### config.mk
export PLATFORM = sky130hd
export DESIGN_NAME = lsp_seq
export DESIGN_NICKNAME = d
export VERILOG_FILES = /design/src/verilog/lsp_pkg.sv /design/src/verilog/lsp_tick.sv /design/src/verilog/lsp_trig.sv /design/src/verilog/lsp_seq.sv
export VERILOG_INCLUDE_DIRS = /design/src /design/src/verilog
export SDC_FILE = /design/constraint.sdc
export NUM_CORES = 1
export LEC_CHECK = 0
export ABC_AREA = 0
export BUFFER_PORTS_ARGS = -buffer_cell sky130_fd_sc_hd__buf_2
export CAP_MARGIN = 20
export CORE_ASPECT_RATIO = 0.7
export CORE_MARGIN = 4
export CORE_UTILIZATION = 35
export DETAILED_ROUTE_END_ITERATION = 7
export MAX_ROUTING_LAYER = met4
export PLACE_DENSITY = 0.64
export SYNTH_ARGS = -nofsm -noshare
export SYNTH_HDL_FRONTEND = slang
export SYNTH_SLANG_ARGS = --single-unit
### constraint.sdc
create_clock -name clk_i -period 4.6 [get_ports clk_i]
set_input_delay 1.38 -clock clk_i [delete_from_list [all_inputs] [get_ports clk_i]]
set_output_delay 1.38 -clock clk_i [all_outputs]
set_load 0.02 [all_outputs]
### src/verilog/lsp_defs.svh
// Constants of the LED strobe pulse sequencer
`ifndef LSP_DEFS_SVH
`define LSP_DEFS_SVH
// Register byte offsets
`define LSP_ADR_CTRL     8'h00
`define LSP_ADR_STAT     8'h04
`define LSP_ADR_CUR      8'h08
`define LSP_ADR_LEN      8'h0C
`define LSP_ADR_DLY      8'h10
`define LSP_ADR_START    8'h14
`define LSP_ADR_CFG      8'h18
`define LSP_ADR_FIX      8'h1C
`define LSP_ADR_BLIND    8'h20
// Control word bits
`define LSP_CTRL_EN      0
`define LSP_CTRL_OUT     1
`define LSP_CTRL_TEN     2
// Configuration bits
`define LSP_CFG_TRIG     0
`define LSP_CFG_HWEN     1
`define LSP_CFG_FINE     2
`define LSP_CFG_FALL     3
`define LSP_CFG_LOW      4
// Status bits
`define LSP_STAT_RDY     0
`define LSP_STAT_LED     1
`define LSP_STAT_BUSY    2
`define LSP_STAT_BLIND   3
`define LSP_STAT_ARMED   4
// Writable masks and reset value
`define LSP_M_CTRL       32'h0000_0007
`define LSP_M_CFG        32'h0000_001F
`define LSP_M_16         32'h0000_FFFF
`define LSP_M_32         32'hFFFF_FFFF
`define LSP_RST_ZERO     32'h0000_0000
// Timing
`define LSP_CLK_MHZ      200
`define LSP_T_FINE_NS    100
`define LSP_T_US_NS      1000
`define LSP_T_OFS_NS     2000
`define LSP_BLIND_MIN_US 20
`define LSP_FINE_CYC     ((`LSP_T_FINE_NS * `LSP_CLK_MHZ) / `LSP_T_US_NS)
`define LSP_FINE_PER_US  (`LSP_T_US_NS / `LSP_T_FINE_NS)
`define LSP_OFS_FINE     (`LSP_T_OFS_NS / `LSP_T_FINE_NS)
`endif

### src/verilog/lsp_pkg.sv
// Types of the LED strobe pulse sequencer
`include "lsp_defs.svh"
package lsp_pkg;
    typedef enum logic [1:0] {
        LSP_IDLE  = 2'b00,
        LSP_DELAY = 2'b01,
        LSP_PULSE = 2'b10,
        LSP_BLIND = 2'b11
    } lsp_state_t;
    typedef struct packed {
        logic        cyc;
        logic        stb;
        logic        we;
        logic [3:0]  sel;
        logic [7:0]  adr;
        logic [31:0] dat;
    } lsp_wb_req_t;
    typedef struct packed {
        logic        ack;
        logic [31:0] dat;
    } lsp_wb_rsp_t;
    typedef struct packed {
        logic [31:0] ctrl;
        logic [31:0] cfg;
        logic [31:0] cur;
        logic [31:0] len;
        logic [31:0] dly;
        logic [31:0] start;
        logic [31:0] fix;
        logic [31:0] blind;
    } lsp_regs_t;
    typedef struct packed {
        lsp_regs_t   rg;
        lsp_state_t  st;
        logic [19:0] cnt;
        logic        armed;
        logic        led;
        logic [15:0] cur_q;
        logic        ack;
        logic [31:0] rdat;
    } lsp_seq_st_t;
    typedef struct packed {
        logic [4:0] cyc;
        logic [3:0] sub;
    } lsp_tick_st_t;
    typedef struct packed {
        logic lvl;
        logic prv;
    } lsp_trig_st_t;
endpackage

### src/verilog/lsp_tick.sv
// Time base: 100 ns and 1 us strobes, restartable
`include "lsp_defs.svh"
module lsp_tick (
    input  wire logic clk_i,
    input  wire logic rst_i,
    input  wire logic clr_i,
    output logic      t100_o,
    output logic      tus_o
);
    import lsp_pkg::*;
    lsp_tick_st_t s;
    lsp_tick_st_t n;

    // Strobes on the last cycle of each period
    assign t100_o = (s.cyc == 5'(`LSP_FINE_CYC - 1));
    assign tus_o  = t100_o && (s.sub == 4'(`LSP_FINE_PER_US - 1));

    // Prescaler counting, restarted by clear
    always_comb begin
        n = s;
        if (clr_i) begin
            n = '0;
        end else if (t100_o) begin
            n.cyc = '0;
            n.sub = tus_o ? 4'h0 : s.sub + 4'h1;
        end else begin
            n.cyc = s.cyc + 5'h1;
        end
    end

    always_ff @(posedge clk_i) begin
        if (rst_i) begin
            s <= '0;
        end else begin
            s <= n;
        end
    end
endmodule

### src/verilog/lsp_trig.sv
// Trigger qualifier: level threshold select and edge detect
`include "lsp_defs.svh"
module lsp_trig (
    input  wire logic clk_i,
    input  wire logic rst_i,
    input  wire logic hi_i,
    input  wire logic lo_i,
    input  wire logic low_sel_i,
    input  wire logic fall_sel_i,
    output logic      lvl_o,
    output logic      edge_o
);
    import lsp_pkg::*;
    lsp_trig_st_t s;
    lsp_trig_st_t n;

    always_comb begin
        n     = s;
        n.lvl = low_sel_i ? lo_i : hi_i;
        n.prv = s.lvl;
    end

    always_ff @(posedge clk_i) begin
        if (rst_i) begin
            s <= '0;
        end else begin
            s <= n;
        end
    end

    assign lvl_o  = s.lvl;
    assign edge_o = fall_sel_i ? (s.prv && !s.lvl) : (!s.prv && s.lvl);
endmodule

### src/verilog/lsp_seq.sv
// LED strobe pulse sequencer: register slave and pulse engine
`include "lsp_defs.svh"
module lsp_seq (
    input  wire logic                 clk_i,
    input  wire logic                 rst_i,
    input  wire lsp_pkg::lsp_wb_req_t wb_i,
    output lsp_pkg::lsp_wb_rsp_t      wb_o,
    input  wire logic [31:0]          sys_time_i,
    input  wire logic                 trigger_input_positive_hi_i,
    input  wire logic                 trigger_input_positive_lo_i,
    output logic                      led_output_channel_o,
    output logic [15:0]               led_current_o
);
    import lsp_pkg::*;

    ////////////////////////////////////////////////////////////////////////////
    // State and helpers
    lsp_seq_st_t s;
    lsp_seq_st_t n;
    logic [31:0] wm;
    logic [31:0] rdv;
    logic [31:0] diff;
    logic [19:0] dly_total;
    logic [19:0] pd_fine;
    logic [19:0] blind_eff;
    logic [15:0] len16;
    logic        t100;
    logic        tus;
    logic        ut;
    logic        clr;
    logic        lvl;
    logic        edg;
    logic        act;
    logic        trg;
    logic        hwen;
    logic        ten;
    logic        fine;
    logic        reached;
    logic        ready;
    logic        wr;

    ////////////////////////////////////////////////////////////////////////////
    // Sub-blocks
    lsp_tick u_tick (
        .clk_i  (clk_i),
        .rst_i  (rst_i),
        .clr_i  (clr),
        .t100_o (t100),
        .tus_o  (tus)
    );

    lsp_trig u_trig (
        .clk_i      (clk_i),
        .rst_i      (rst_i),
        .hi_i       (trigger_input_positive_hi_i),
        .lo_i       (trigger_input_positive_lo_i),
        .low_sel_i  (s.rg.cfg[`LSP_CFG_LOW]),
        .fall_sel_i (s.rg.cfg[`LSP_CFG_FALL]),
        .lvl_o      (lvl),
        .edge_o     (edg)
    );

    ////////////////////////////////////////////////////////////////////////////
    // Byte lane mask
    genvar b;
    generate
        for (b = 0; b < 4; b++) begin : g_lane
            assign wm[8*b +: 8] = {8{wb_i.sel[b]}};
        end
    endgenerate

    // Merge write data under byte lanes and field mask
    function automatic logic [31:0] merge(input logic [31:0] old, input logic [31:0] m);
        merge = ((old & ~wm) | (wb_i.dat & wm)) & m;
    endfunction

    ////////////////////////////////////////////////////////////////////////////
    // Decoded settings
    // active when both enable and output bits are set
    assign act   = s.rg.ctrl[`LSP_CTRL_EN] && s.rg.ctrl[`LSP_CTRL_OUT];
    assign ten   = s.rg.ctrl[`LSP_CTRL_TEN];
    assign trg   = s.rg.cfg[`LSP_CFG_TRIG];
    assign hwen  = s.rg.cfg[`LSP_CFG_HWEN];
    assign fine  = s.rg.cfg[`LSP_CFG_FINE];
    assign len16 = s.rg.len[15:0];
    assign ready = (len16 != 16'h0000) && (s.rg.cur[15:0] != 16'h0000);
    assign wr    = wb_i.cyc && wb_i.stb && wb_i.we && s.ack;

    assign ut = fine ? t100 : tus;

    // data delay scaled to 100 ns
    assign pd_fine = fine ? 20'(s.rg.dly[15:0]) : 20'(s.rg.dly[15:0]) * 20'(`LSP_FINE_PER_US);
    assign dly_total = pd_fine + 20'(s.rg.fix[15:0]) + 20'(`LSP_OFS_FINE);

    assign blind_eff = (s.rg.blind[15:0] < 16'(`LSP_BLIND_MIN_US)) ?
                       20'(`LSP_BLIND_MIN_US) : 20'(s.rg.blind[15:0]);

    assign diff    = sys_time_i - s.rg.start;
    assign reached = !diff[31];

    // Prescaler restarts on each state change
    assign clr = (n.st != s.st);

    ////////////////////////////////////////////////////////////////////////////
    // Read mux
    always_comb begin
        rdv = `LSP_RST_ZERO;
        if (wb_i.adr == `LSP_ADR_CTRL) begin
            rdv = s.rg.ctrl;
        end else if (wb_i.adr == `LSP_ADR_STAT) begin
            rdv[`LSP_STAT_RDY]   = ready;
            rdv[`LSP_STAT_LED]   = s.led;
            rdv[`LSP_STAT_BUSY]  = (s.st != LSP_IDLE);
            rdv[`LSP_STAT_BLIND] = (s.st == LSP_BLIND);
            rdv[`LSP_STAT_ARMED] = s.armed;
        end else if (wb_i.adr == `LSP_ADR_CUR) begin
            rdv = s.rg.cur;
        end else if (wb_i.adr == `LSP_ADR_LEN) begin
            rdv = s.rg.len;
        end else if (wb_i.adr == `LSP_ADR_DLY) begin
            rdv = s.rg.dly;
        end else if (wb_i.adr == `LSP_ADR_START) begin
            rdv = s.rg.start;
        end else if (wb_i.adr == `LSP_ADR_CFG) begin
            rdv = s.rg.cfg;
        end else if (wb_i.adr == `LSP_ADR_FIX) begin
            rdv = s.rg.fix;
        end else if (wb_i.adr == `LSP_ADR_BLIND) begin
            rdv = s.rg.blind;
        end
    end

    ////////////////////////////////////////////////////////////////////////////
    // Next state: engine first, bus writes last
    always_comb begin
        n = s;
        case (s.st)
            LSP_IDLE: begin
                if (!trg && s.armed && reached) begin
                    n.armed = 1'b0;
                    if (act && (len16 != 16'h0000) && (!hwen || lvl)) begin
                        n.st    = LSP_PULSE;
                        n.cnt   = 20'(len16);
                        n.cur_q = s.rg.cur[15:0];
                    end
                end else if (trg && !hwen && ten && act && edg) begin
                    n.st  = LSP_DELAY;
                    n.cnt = dly_total;
                end
            end
            LSP_DELAY: begin
                if (t100) begin
                    if (s.cnt == 20'h00001) begin
                        n.st    = (len16 == 16'h0000) ? LSP_BLIND : LSP_PULSE;
                        n.cnt   = (len16 == 16'h0000) ? blind_eff : 20'(len16);
                        n.cur_q = s.rg.cur[15:0];
                    end else begin
                        n.cnt = s.cnt - 20'h00001;
                    end
                end
            end
            LSP_PULSE: begin
                if (ut) begin
                    if (s.cnt == 20'h00001) begin
                        n.st  = trg ? LSP_BLIND : LSP_IDLE;
                        n.cnt = trg ? blind_eff : 20'h00000;
                    end else begin
                        n.cnt = s.cnt - 20'h00001;
                    end
                end
            end
            LSP_BLIND: begin
                if (tus) begin
                    if (s.cnt == 20'h00001) begin
                        n.st = LSP_IDLE;
                    end else begin
                        n.cnt = s.cnt - 20'h00001;
                    end
                end
            end
            default: begin
                n.st = LSP_IDLE;
            end
        endcase

        if (!act) begin
            n.st  = LSP_IDLE;
            n.cnt = 20'h00000;
        end

        if (trg && hwen) begin
            n.led   = act && lvl;
            n.cur_q = s.rg.cur[15:0];
        end else begin
            n.led = act && (n.st == LSP_PULSE);
        end

        // Bus answer, one cycle per request
        n.ack  = wb_i.cyc && wb_i.stb && !s.ack;
        n.rdat = n.ack ? rdv : `LSP_RST_ZERO;

        // Register writes on the acknowledged edge
        if (wr) begin
            if (wb_i.adr == `LSP_ADR_CTRL) begin
                n.rg.ctrl = merge(s.rg.ctrl, `LSP_M_CTRL);
            end else if (wb_i.adr == `LSP_ADR_CUR) begin
                n.rg.cur = merge(s.rg.cur, `LSP_M_16);
            end else if (wb_i.adr == `LSP_ADR_LEN) begin
                n.rg.len = merge(s.rg.len, `LSP_M_16);
            end else if (wb_i.adr == `LSP_ADR_DLY) begin
                n.rg.dly = merge(s.rg.dly, `LSP_M_16);
            end else if (wb_i.adr == `LSP_ADR_START) begin
                n.rg.start = merge(s.rg.start, `LSP_M_32);
                n.armed    = 1'b1;
            end else if (wb_i.adr == `LSP_ADR_CFG) begin
                n.rg.cfg = merge(s.rg.cfg, `LSP_M_CFG);
            end else if (wb_i.adr == `LSP_ADR_FIX) begin
                n.rg.fix = merge(s.rg.fix, `LSP_M_16);
            end else if (wb_i.adr == `LSP_ADR_BLIND) begin
                n.rg.blind = merge(s.rg.blind, `LSP_M_16);
            end
        end
    end

    // State register
    always_ff @(posedge clk_i) begin
        if (rst_i) begin
            s          <= '0;
            s.st       <= LSP_IDLE;
            s.rg.blind <= 32'(`LSP_BLIND_MIN_US);
        end else begin
            s <= n;
        end
    end

    ////////////////////////////////////////////////////////////////////////////
    // Outputs
    assign wb_o.ack             = s.ack;
    assign wb_o.dat             = s.rdat;
    assign led_output_channel_o = s.led;
    assign led_current_o        = s.cur_q;
endmodule

==> results of run 1 <==
-- kinds of logic (layout without fill, tap and decap cells) --
family / count (synthesis) / in the layout / share of synthesized area [%]
AO/OA/AOI/OAI: 326 / 326 / 17.7
XOR/XNOR: 35 / 35 / 2.56
adder cells (fa/ha/maj): 97 / 97 / 10.2
buffers and inverters: 169 / 262 / 7.07
flip-flops: 204 / 204 / 34.1
multiplexers: 109 / 109 / 9.12
other: 0 / 2 / 0
AND/OR/NAND/NOR: 502 / 502 / 19.3
-- timing repair --
action                     4_1_cts  5_1_grt
hold buffers                     0        0
buffers inserted                 0        0
setup endpoints to repair        3        7
gates cloned                     0        0
pin swaps                        0        2
gates resized for setup          1       20
-- worst min path at each step --
stage | from | end | slack, ps | depth (start not counted)
3_3_place_gp | flip-flop | flip-flop | 440 | 2
4_1_cts | flip-flop | flip-flop | 450 | 2
5_1_grt | flip-flop | wb_o[29]$_SDFF_PP0_ | 480 | 2
6_report | flip-flop | flip-flop | 450 | 2
3_5_place_dp | flip-flop | flip-flop | 450 | 2
2_1_floorplan | flip-flop | flip-flop | 440 | 2
-- power breakdown --
part | internal (mW) | switching [mW]
sequential | 1.77 | 0.00288
clock | 1.01 | 0.734
combinational | 0.0535 | 0.100
-- Yosys cell counts, types with 15 or more instances --
library cell / number / area (um2)
inv_1: 58 / 218
nor2_1: 198 / 743
mux2i_1: 107 / 1070
o21ai_1: 16 / 80.1
a21oi_1: 101 / 505
nand2_1: 110 / 413
o21ai_0: 68 / 340
dfxtp_1: 204 / 4080
a221oi_1: 22 / 193
clkbuf_1: 48 / 180
buf_4: 51 / 383
nor2b_1: 15 / 93.8
nor4_1: 18 / 113
nand3_1: 58 / 290
ha_1: 95 / 1190
a22oi_1: 21 / 158
nor3_1: 40 / 200
xnor2_1: 23 / 201
-- cell usage in the layout, fill, tap and decap left out, types with 37 or more instances in the layout --
cell,n
o21ai_0,65
mux2i_1,107
ha_1,93
inv_1,58
nand2_1,110
buf_2,131
a21oi_1,100
buf_4,37
nand3_1,58
nor3_1,40
dfxtp_1,202
nor2_1,198
-- layout make-up --
class	count	area (um2)	share of cell area, %
multi-input combinational	1069	7140	52.4
sequential	204	4090	30.0
timing repair buffer	168	933	6.85
clock buffer	29	627	4.60
tap	435	544	3.99
inverter	58	218	1.60
clock inverter	7	75.1	0.551
antenna	2	5.00	0.0367
-- worst max-delay path, stage by stage, from the launching register on --
cell	delay (ps)
dfxtp_1	320
ha_1	280
ha_2	210
inv_1	70
fa_1	400
nor2b_1	210
o21ai_2	90
nand2_1	70
nor2_1	40
o31ai_1	200
ha_1	270
ha_1	350
a21o_1	170
a21oi_1	300
o221ai_1	200
o41ai_2	290
o21a_1	220
o21ai_0	130
xor2_1	180
a221o_1	300
-- metal layers --
| metal | vias to the layer above | GRT usage [%] | share of wire [%] |
|---|---|---|---|
| met5 | - | - | 0 |
| met4 | 0 | 3.48 | 1.7 |
| met3 | 46 | 4.86 | 11 |
| met2 | 485 | 27.1 | 40 |
| met1 | 5104 | 29.1 | 47 |
| li1 | 5272 | - | - |
-- through the flow --
step / hold slack (ps) / setup WS [ps]
6_report: 455 / 196
5_1_grt: 478 / -36.1
4_1_cts: 455 / 29.9
3_5_place_dp: 446 / 8.75
3_3_place_gp: 443 / 97.3
2_1_floorplan: 436 / 329
==> impl_metrics.py, run 1 <==
metrics = {
    "sta": {
        "finalSetupViolations": 0,
        "hold_viol": 0,
        "max_slew.worst_pin.slew_ps": 848,
        "slew_headroom_pct": 42.9,
        "post-route-period-util_pct": 95.7,
        "finalCriticalPeriod_ps": 4400,
        "fmax_mhz": 227,
        "fin_setup_tns_ps": 0,
        "maxSlewViolCount": 0,
        "skew_ps": 20.4,
    },
    "yosys": {
        "ys.flop_type": "dfxtp_1",
        "synth_nets": 1622,
        "synth-edff-count": 0,
        "yosysSeqAreaShare_pct": 34.1,
        "async_flop_share_pct": 0,
        "ys_warn_count": 0,
        "synthCells": 1442,
        "synthesis.area_mm2": 0.0120,
        "ys_ff_latch": 204,
        "avgSynthCellArea_um2": 8.31,
        "ys_types": 74,
    },
    "floorplan": {
        "die_h_um": 163,
        "die_width_um": 229,
        "ioPinCount": 133,
        "core_mm2": 0.0336,
        "die_area_mm2": 0.0373,
        "row_count": 56,
        "initial_utilization_pct": 35.6,
    },
    "final_layout": {
        "stdcell_area_mm2": 0.0136,
        "instances_no_fill": 1972,
        "drive_gt1_share_pct": 16.0,
        "fin_nets": 1703,
        "postLayoutCoreUtil_pct": 40.5,
        "syn2layout_area_growth_pct": 13.7,
        "nFillCells": 3358,
    },
    "pwr": {
        "power_density_mw_per_mm2": 270,
        "vdd_drop_max_mv": 0.246,
        "p_leak_nw": 5.73,
        "power_mw": 3.67,
    },
    "detailed_routing": {
        "routed_wl_um": 37100,
        "dr.pass1.iters": 5,
        "avgRoutedWirePerCell_um": 18.8,
        "vias": 10900,
        "viasPerCell": 5.53,
        "drt_iter0_drc": 1202,
        "postRouteAntennaNets": 0,
        "post-route-drc-count": 0,
    },
    "grt": {
        "grt_util_all_layers_pct": 19.6,
        "grt-ovfl-total": 0,
        "first_global_vias": 10200,
        "grt_pass1_wl_um": 57700,
        "grt_antenna_before_repair": 1,
        "grt_max_degree": 80,
    },
    "placed_design": {
        "hpwl_um": 29000,
        "gp_congestion": 0.951,
        "dp.cells": 1934,
        "portBuffers": 132,
        "dpl_cell_area_mm2": 0.0128,
    },
    "worst_setup_path": {
        "arrival_ps": 4800,
        "critPathRequiredTime_ps": 4990,
        "path_max_fanout": 4,
        "start_kind": "flip-flop",
        "rr_endpoint": "s[68]$_SDFFE_PP0P_",
        "path_class": "flip-flop to flip-flop",
        "r2r_cells": 19,
        "rrSetupSlack_ps": 200,
        "crit_path_end": "s[68]$_SDFFE_PP0P_",
        "end_kind": "flip-flop",
    },
    "cts": {
        "cts-buffers-inserted": 22,
        "clk_latency_ps": 520,
        "cts.reportedPaths.clkPinSlew_ps": 60,
        "root_buffer": "clkbuf_16",
        "cts_tree": "built",
        "cts_htree_levels": 1,
        "clock_sinks": 204,
        "clockBufferDepth": 3,
    },
    "run": {
        "cap_violations": 0,
    },
    "min_path": {
        "hp-class": "flip-flop to flip-flop",
    },
    "outcome": {
        "outcome": "finished, final reports clean",
    },
}
(Power assumes the default switching activity.)
==> run 2: changes to the inputs <==
MAX_ROUTING_LAYER = unset   (was met4)
SLEW_MARGIN = 20   (was unset)
==> impl_metrics.py, run 2 (synthesized netlist as in run 1, its figures left out) <==
metrics = {
    "outcome": {
        "outcome": "finished, final reports clean",
    },
    "floorplan": {
        "die_h_um": 163,
        "core_mm2": 0.0336,
        "ioPinCount": 133,
        "initial_utilization_pct": 35.6,
        "die_width_um": 229,
        "row_count": 56,
        "die_area_mm2": 0.0373,
    },
    "worst_setup_path": {
        "rrSetupSlack_ps": 80,
        "path_class": "flip-flop to flip-flop",
        "cpPeakStageDelay_ps": 470,
        "path_max_fanout": 4,
        "critPathRequiredTime_ps": 5010,
        "crit_chain": "buf_4, ha_1, ha_4, nor2b_1, o21ai_1, a21boi_1, buf_4, o211a_1, o21a_1, o31ai_2, ha_1, ha_1, nand3_1, or4_4, a31oi_4, o21bai_1, a211oi_2, xnor2_1, a211o_1",
        "crit_path_frequent_cell": "ha_1",
        "start_kind": "flip-flop",
        "r2r_cells": 19,
        "end_kind": "flip-flop",
        "rr_endpoint": "s[69]$_SDFFE_PP0P_",
        "slowest_stage": "or4_4",
        "arrival_ps": 4930,
    },
    "final_layout": {
        "nFillCells": 3368,
        "final_cell_mix": "dfxtp_1, nor2_1, buf_2",
        "instances_no_fill": 1974,
        "multi_input_area_mm2": 0.00714,
        "syn2layout_area_growth_pct": 14.1,
        "final-seq-area_mm2": 0.00409,
        "final_common_cell": "dfxtp_1",
        "drive_gt1_share_pct": 16.3,
        "fin_nets": 1707,
    },
    "grt": {
        "grt_pass1_wl_um": 57900,
        "use_met2_pct": 27.3,
        "grt_max_degree": 75,
        "grt_util_all_layers_pct": 19.1,
        "met3_usage_pct": 3.95,
        "grt_antenna_before_repair": 1,
        "top_usage_layer": "met1",
        "met1_usage_pct": 29.3,
        "first_global_vias": 10200,
        "grt-ovfl-total": 0,
    },
    "placed_design": {
        "portBuffers": 132,
        "dp.cells": 1935,
        "pre_cts_ws_ps": -39.5,
        "hpwl_um": 29100,
        "gp_congestion": 0.938,
    },
    "pwr": {
        "power_density_mw_per_mm2": 273,
        "vdd_drop_max_mv": 0.224,
        "p_leak_nw": 5.76,
    },
    "sta": {
        "post-route-period-util_pct": 98.3,
        "finalSetupViolations": 0,
        "maxSlewViolCount": 0,
        "setup_ws_ps": 78.2,
        "max_slew.worst_pin.slew_ps": 873,
        "fin_setup_tns_ps": 0,
        "finalCriticalPeriod_ps": 4520,
        "skew_ps": 12.3,
        "fmax_mhz": 221,
        "slew_headroom_pct": 41.5,
        "hold_viol": 0,
    },
    "cts": {
        "cts_htree_levels": 1,
        "clock_sinks": 204,
        "clk_latency_ps": 520,
        "cts-buffers-inserted": 22,
        "cts_tree": "built",
        "clockBufferDepth": 3,
        "root_buffer": "clkbuf_16",
        "cts.reportedPaths.clkPinSlew_ps": 60,
    },
    "detailed_routing": {
        "avgRoutedWirePerCell_um": 18.9,
        "drt_iter0_drc": 1103,
        "post-route-drc-count": 0,
        "vias": 11000,
        "dr.pass1.iters": 6,
        "postRouteAntennaNets": 0,
        "viasPerCell": 5.56,
        "routed_wl_um": 37300,
    },
    "min_path": {
        "hp-class": "flip-flop to flip-flop",
        "worstHoldPathCells": 2,
    },
    "run": {
        "cap_violations": 0,
    },
}
-- run 2: worst max-delay path: cells and delay by family (launching register included) --
family / cells / cell delay [ps]
AO/OA/AOI/OAI: 9 / 1800
buffers and inverters: 2 / 300
flip-flops: 1 / 320
AND/OR/NAND/NOR: 3 / 730
XOR/XNOR: 1 / 120
adder cells (fa/ha/maj): 4 / 1160
-- run 2: final cells by class --
class                           instances  share of cell area (%)
Tap cell                              435                    3.98
Antenna cell                            1                  0.0183
Timing Repair Buffer                  172                    7.04
Clock buffer                           28                    4.55
Sequential cell                       204                    29.9
Multi-Input combinational cell       1069                    52.2
Clock inverter                          7                   0.732
Inverter                               58                    1.59
-- run 2: layer usage --
layer  vias to the layer above  routed length [um]
met2                       494               15000
li1                       5270                   -
met4                         0                 650
met1                      5166               17700
met3                        48                3980
met5                         -                   0
-- run 2: timing repair --
item / 4_1_cts / 5_1_grt
hold buffers: 0 / 0
gates cloned: 0 / 0
buffers inserted: 0 / 3
endpoints found under the setup margin: 3 / 8
resized for setup: 2 / 22
pin swaps: 0 / 6
-- run 2: how the worst max path moves through the flow --
stage | startpoint | endpoint | slack (ps) | cells past startpoint
finish | flip-flop | s[69]$_SDFFE_PP0P_ | 80 | 19
global route | flip-flop | s[69]$_SDFFE_PP0P_ | -60 | 19
CTS | flip-flop | s[69]$_SDFFE_PP0P_ | 30 | 18
detailed placement | flip-flop | s[68]$_SDFFE_PP0P_ | -40 | 22
global placement | flip-flop | s[69]$_SDFFE_PP0P_ | 100 | 20
floorplan | flip-flop | s[69]$_SDFFE_PP0P_ | 330 | 19
-- run 2: through the flow --
stage | total power, mW | utilization (%) | instance area, um2 | hold WS (ps)
after detailed placement | 1.96 | 38.2 | 12800 | 447
after global placement | 1.96 | 38.2 | 12800 | 442
after CTS | 3.76 | 40.4 | 13600 | 455
final | 3.73 | 40.7 | 13700 | 454
after global routing | 3.85 | 40.7 | 13700 | 475
after floorplan | 1.89 | - | 12000 | 436
-- run 2: power by group --
group	leakage, nW	total (mW)	internal (mW)	switching, mW
combinational	3.76	0.154	0.0536	0.100
clock	0.360	1.80	1.06	0.738
sequential	1.64	1.77	1.77	0.00301
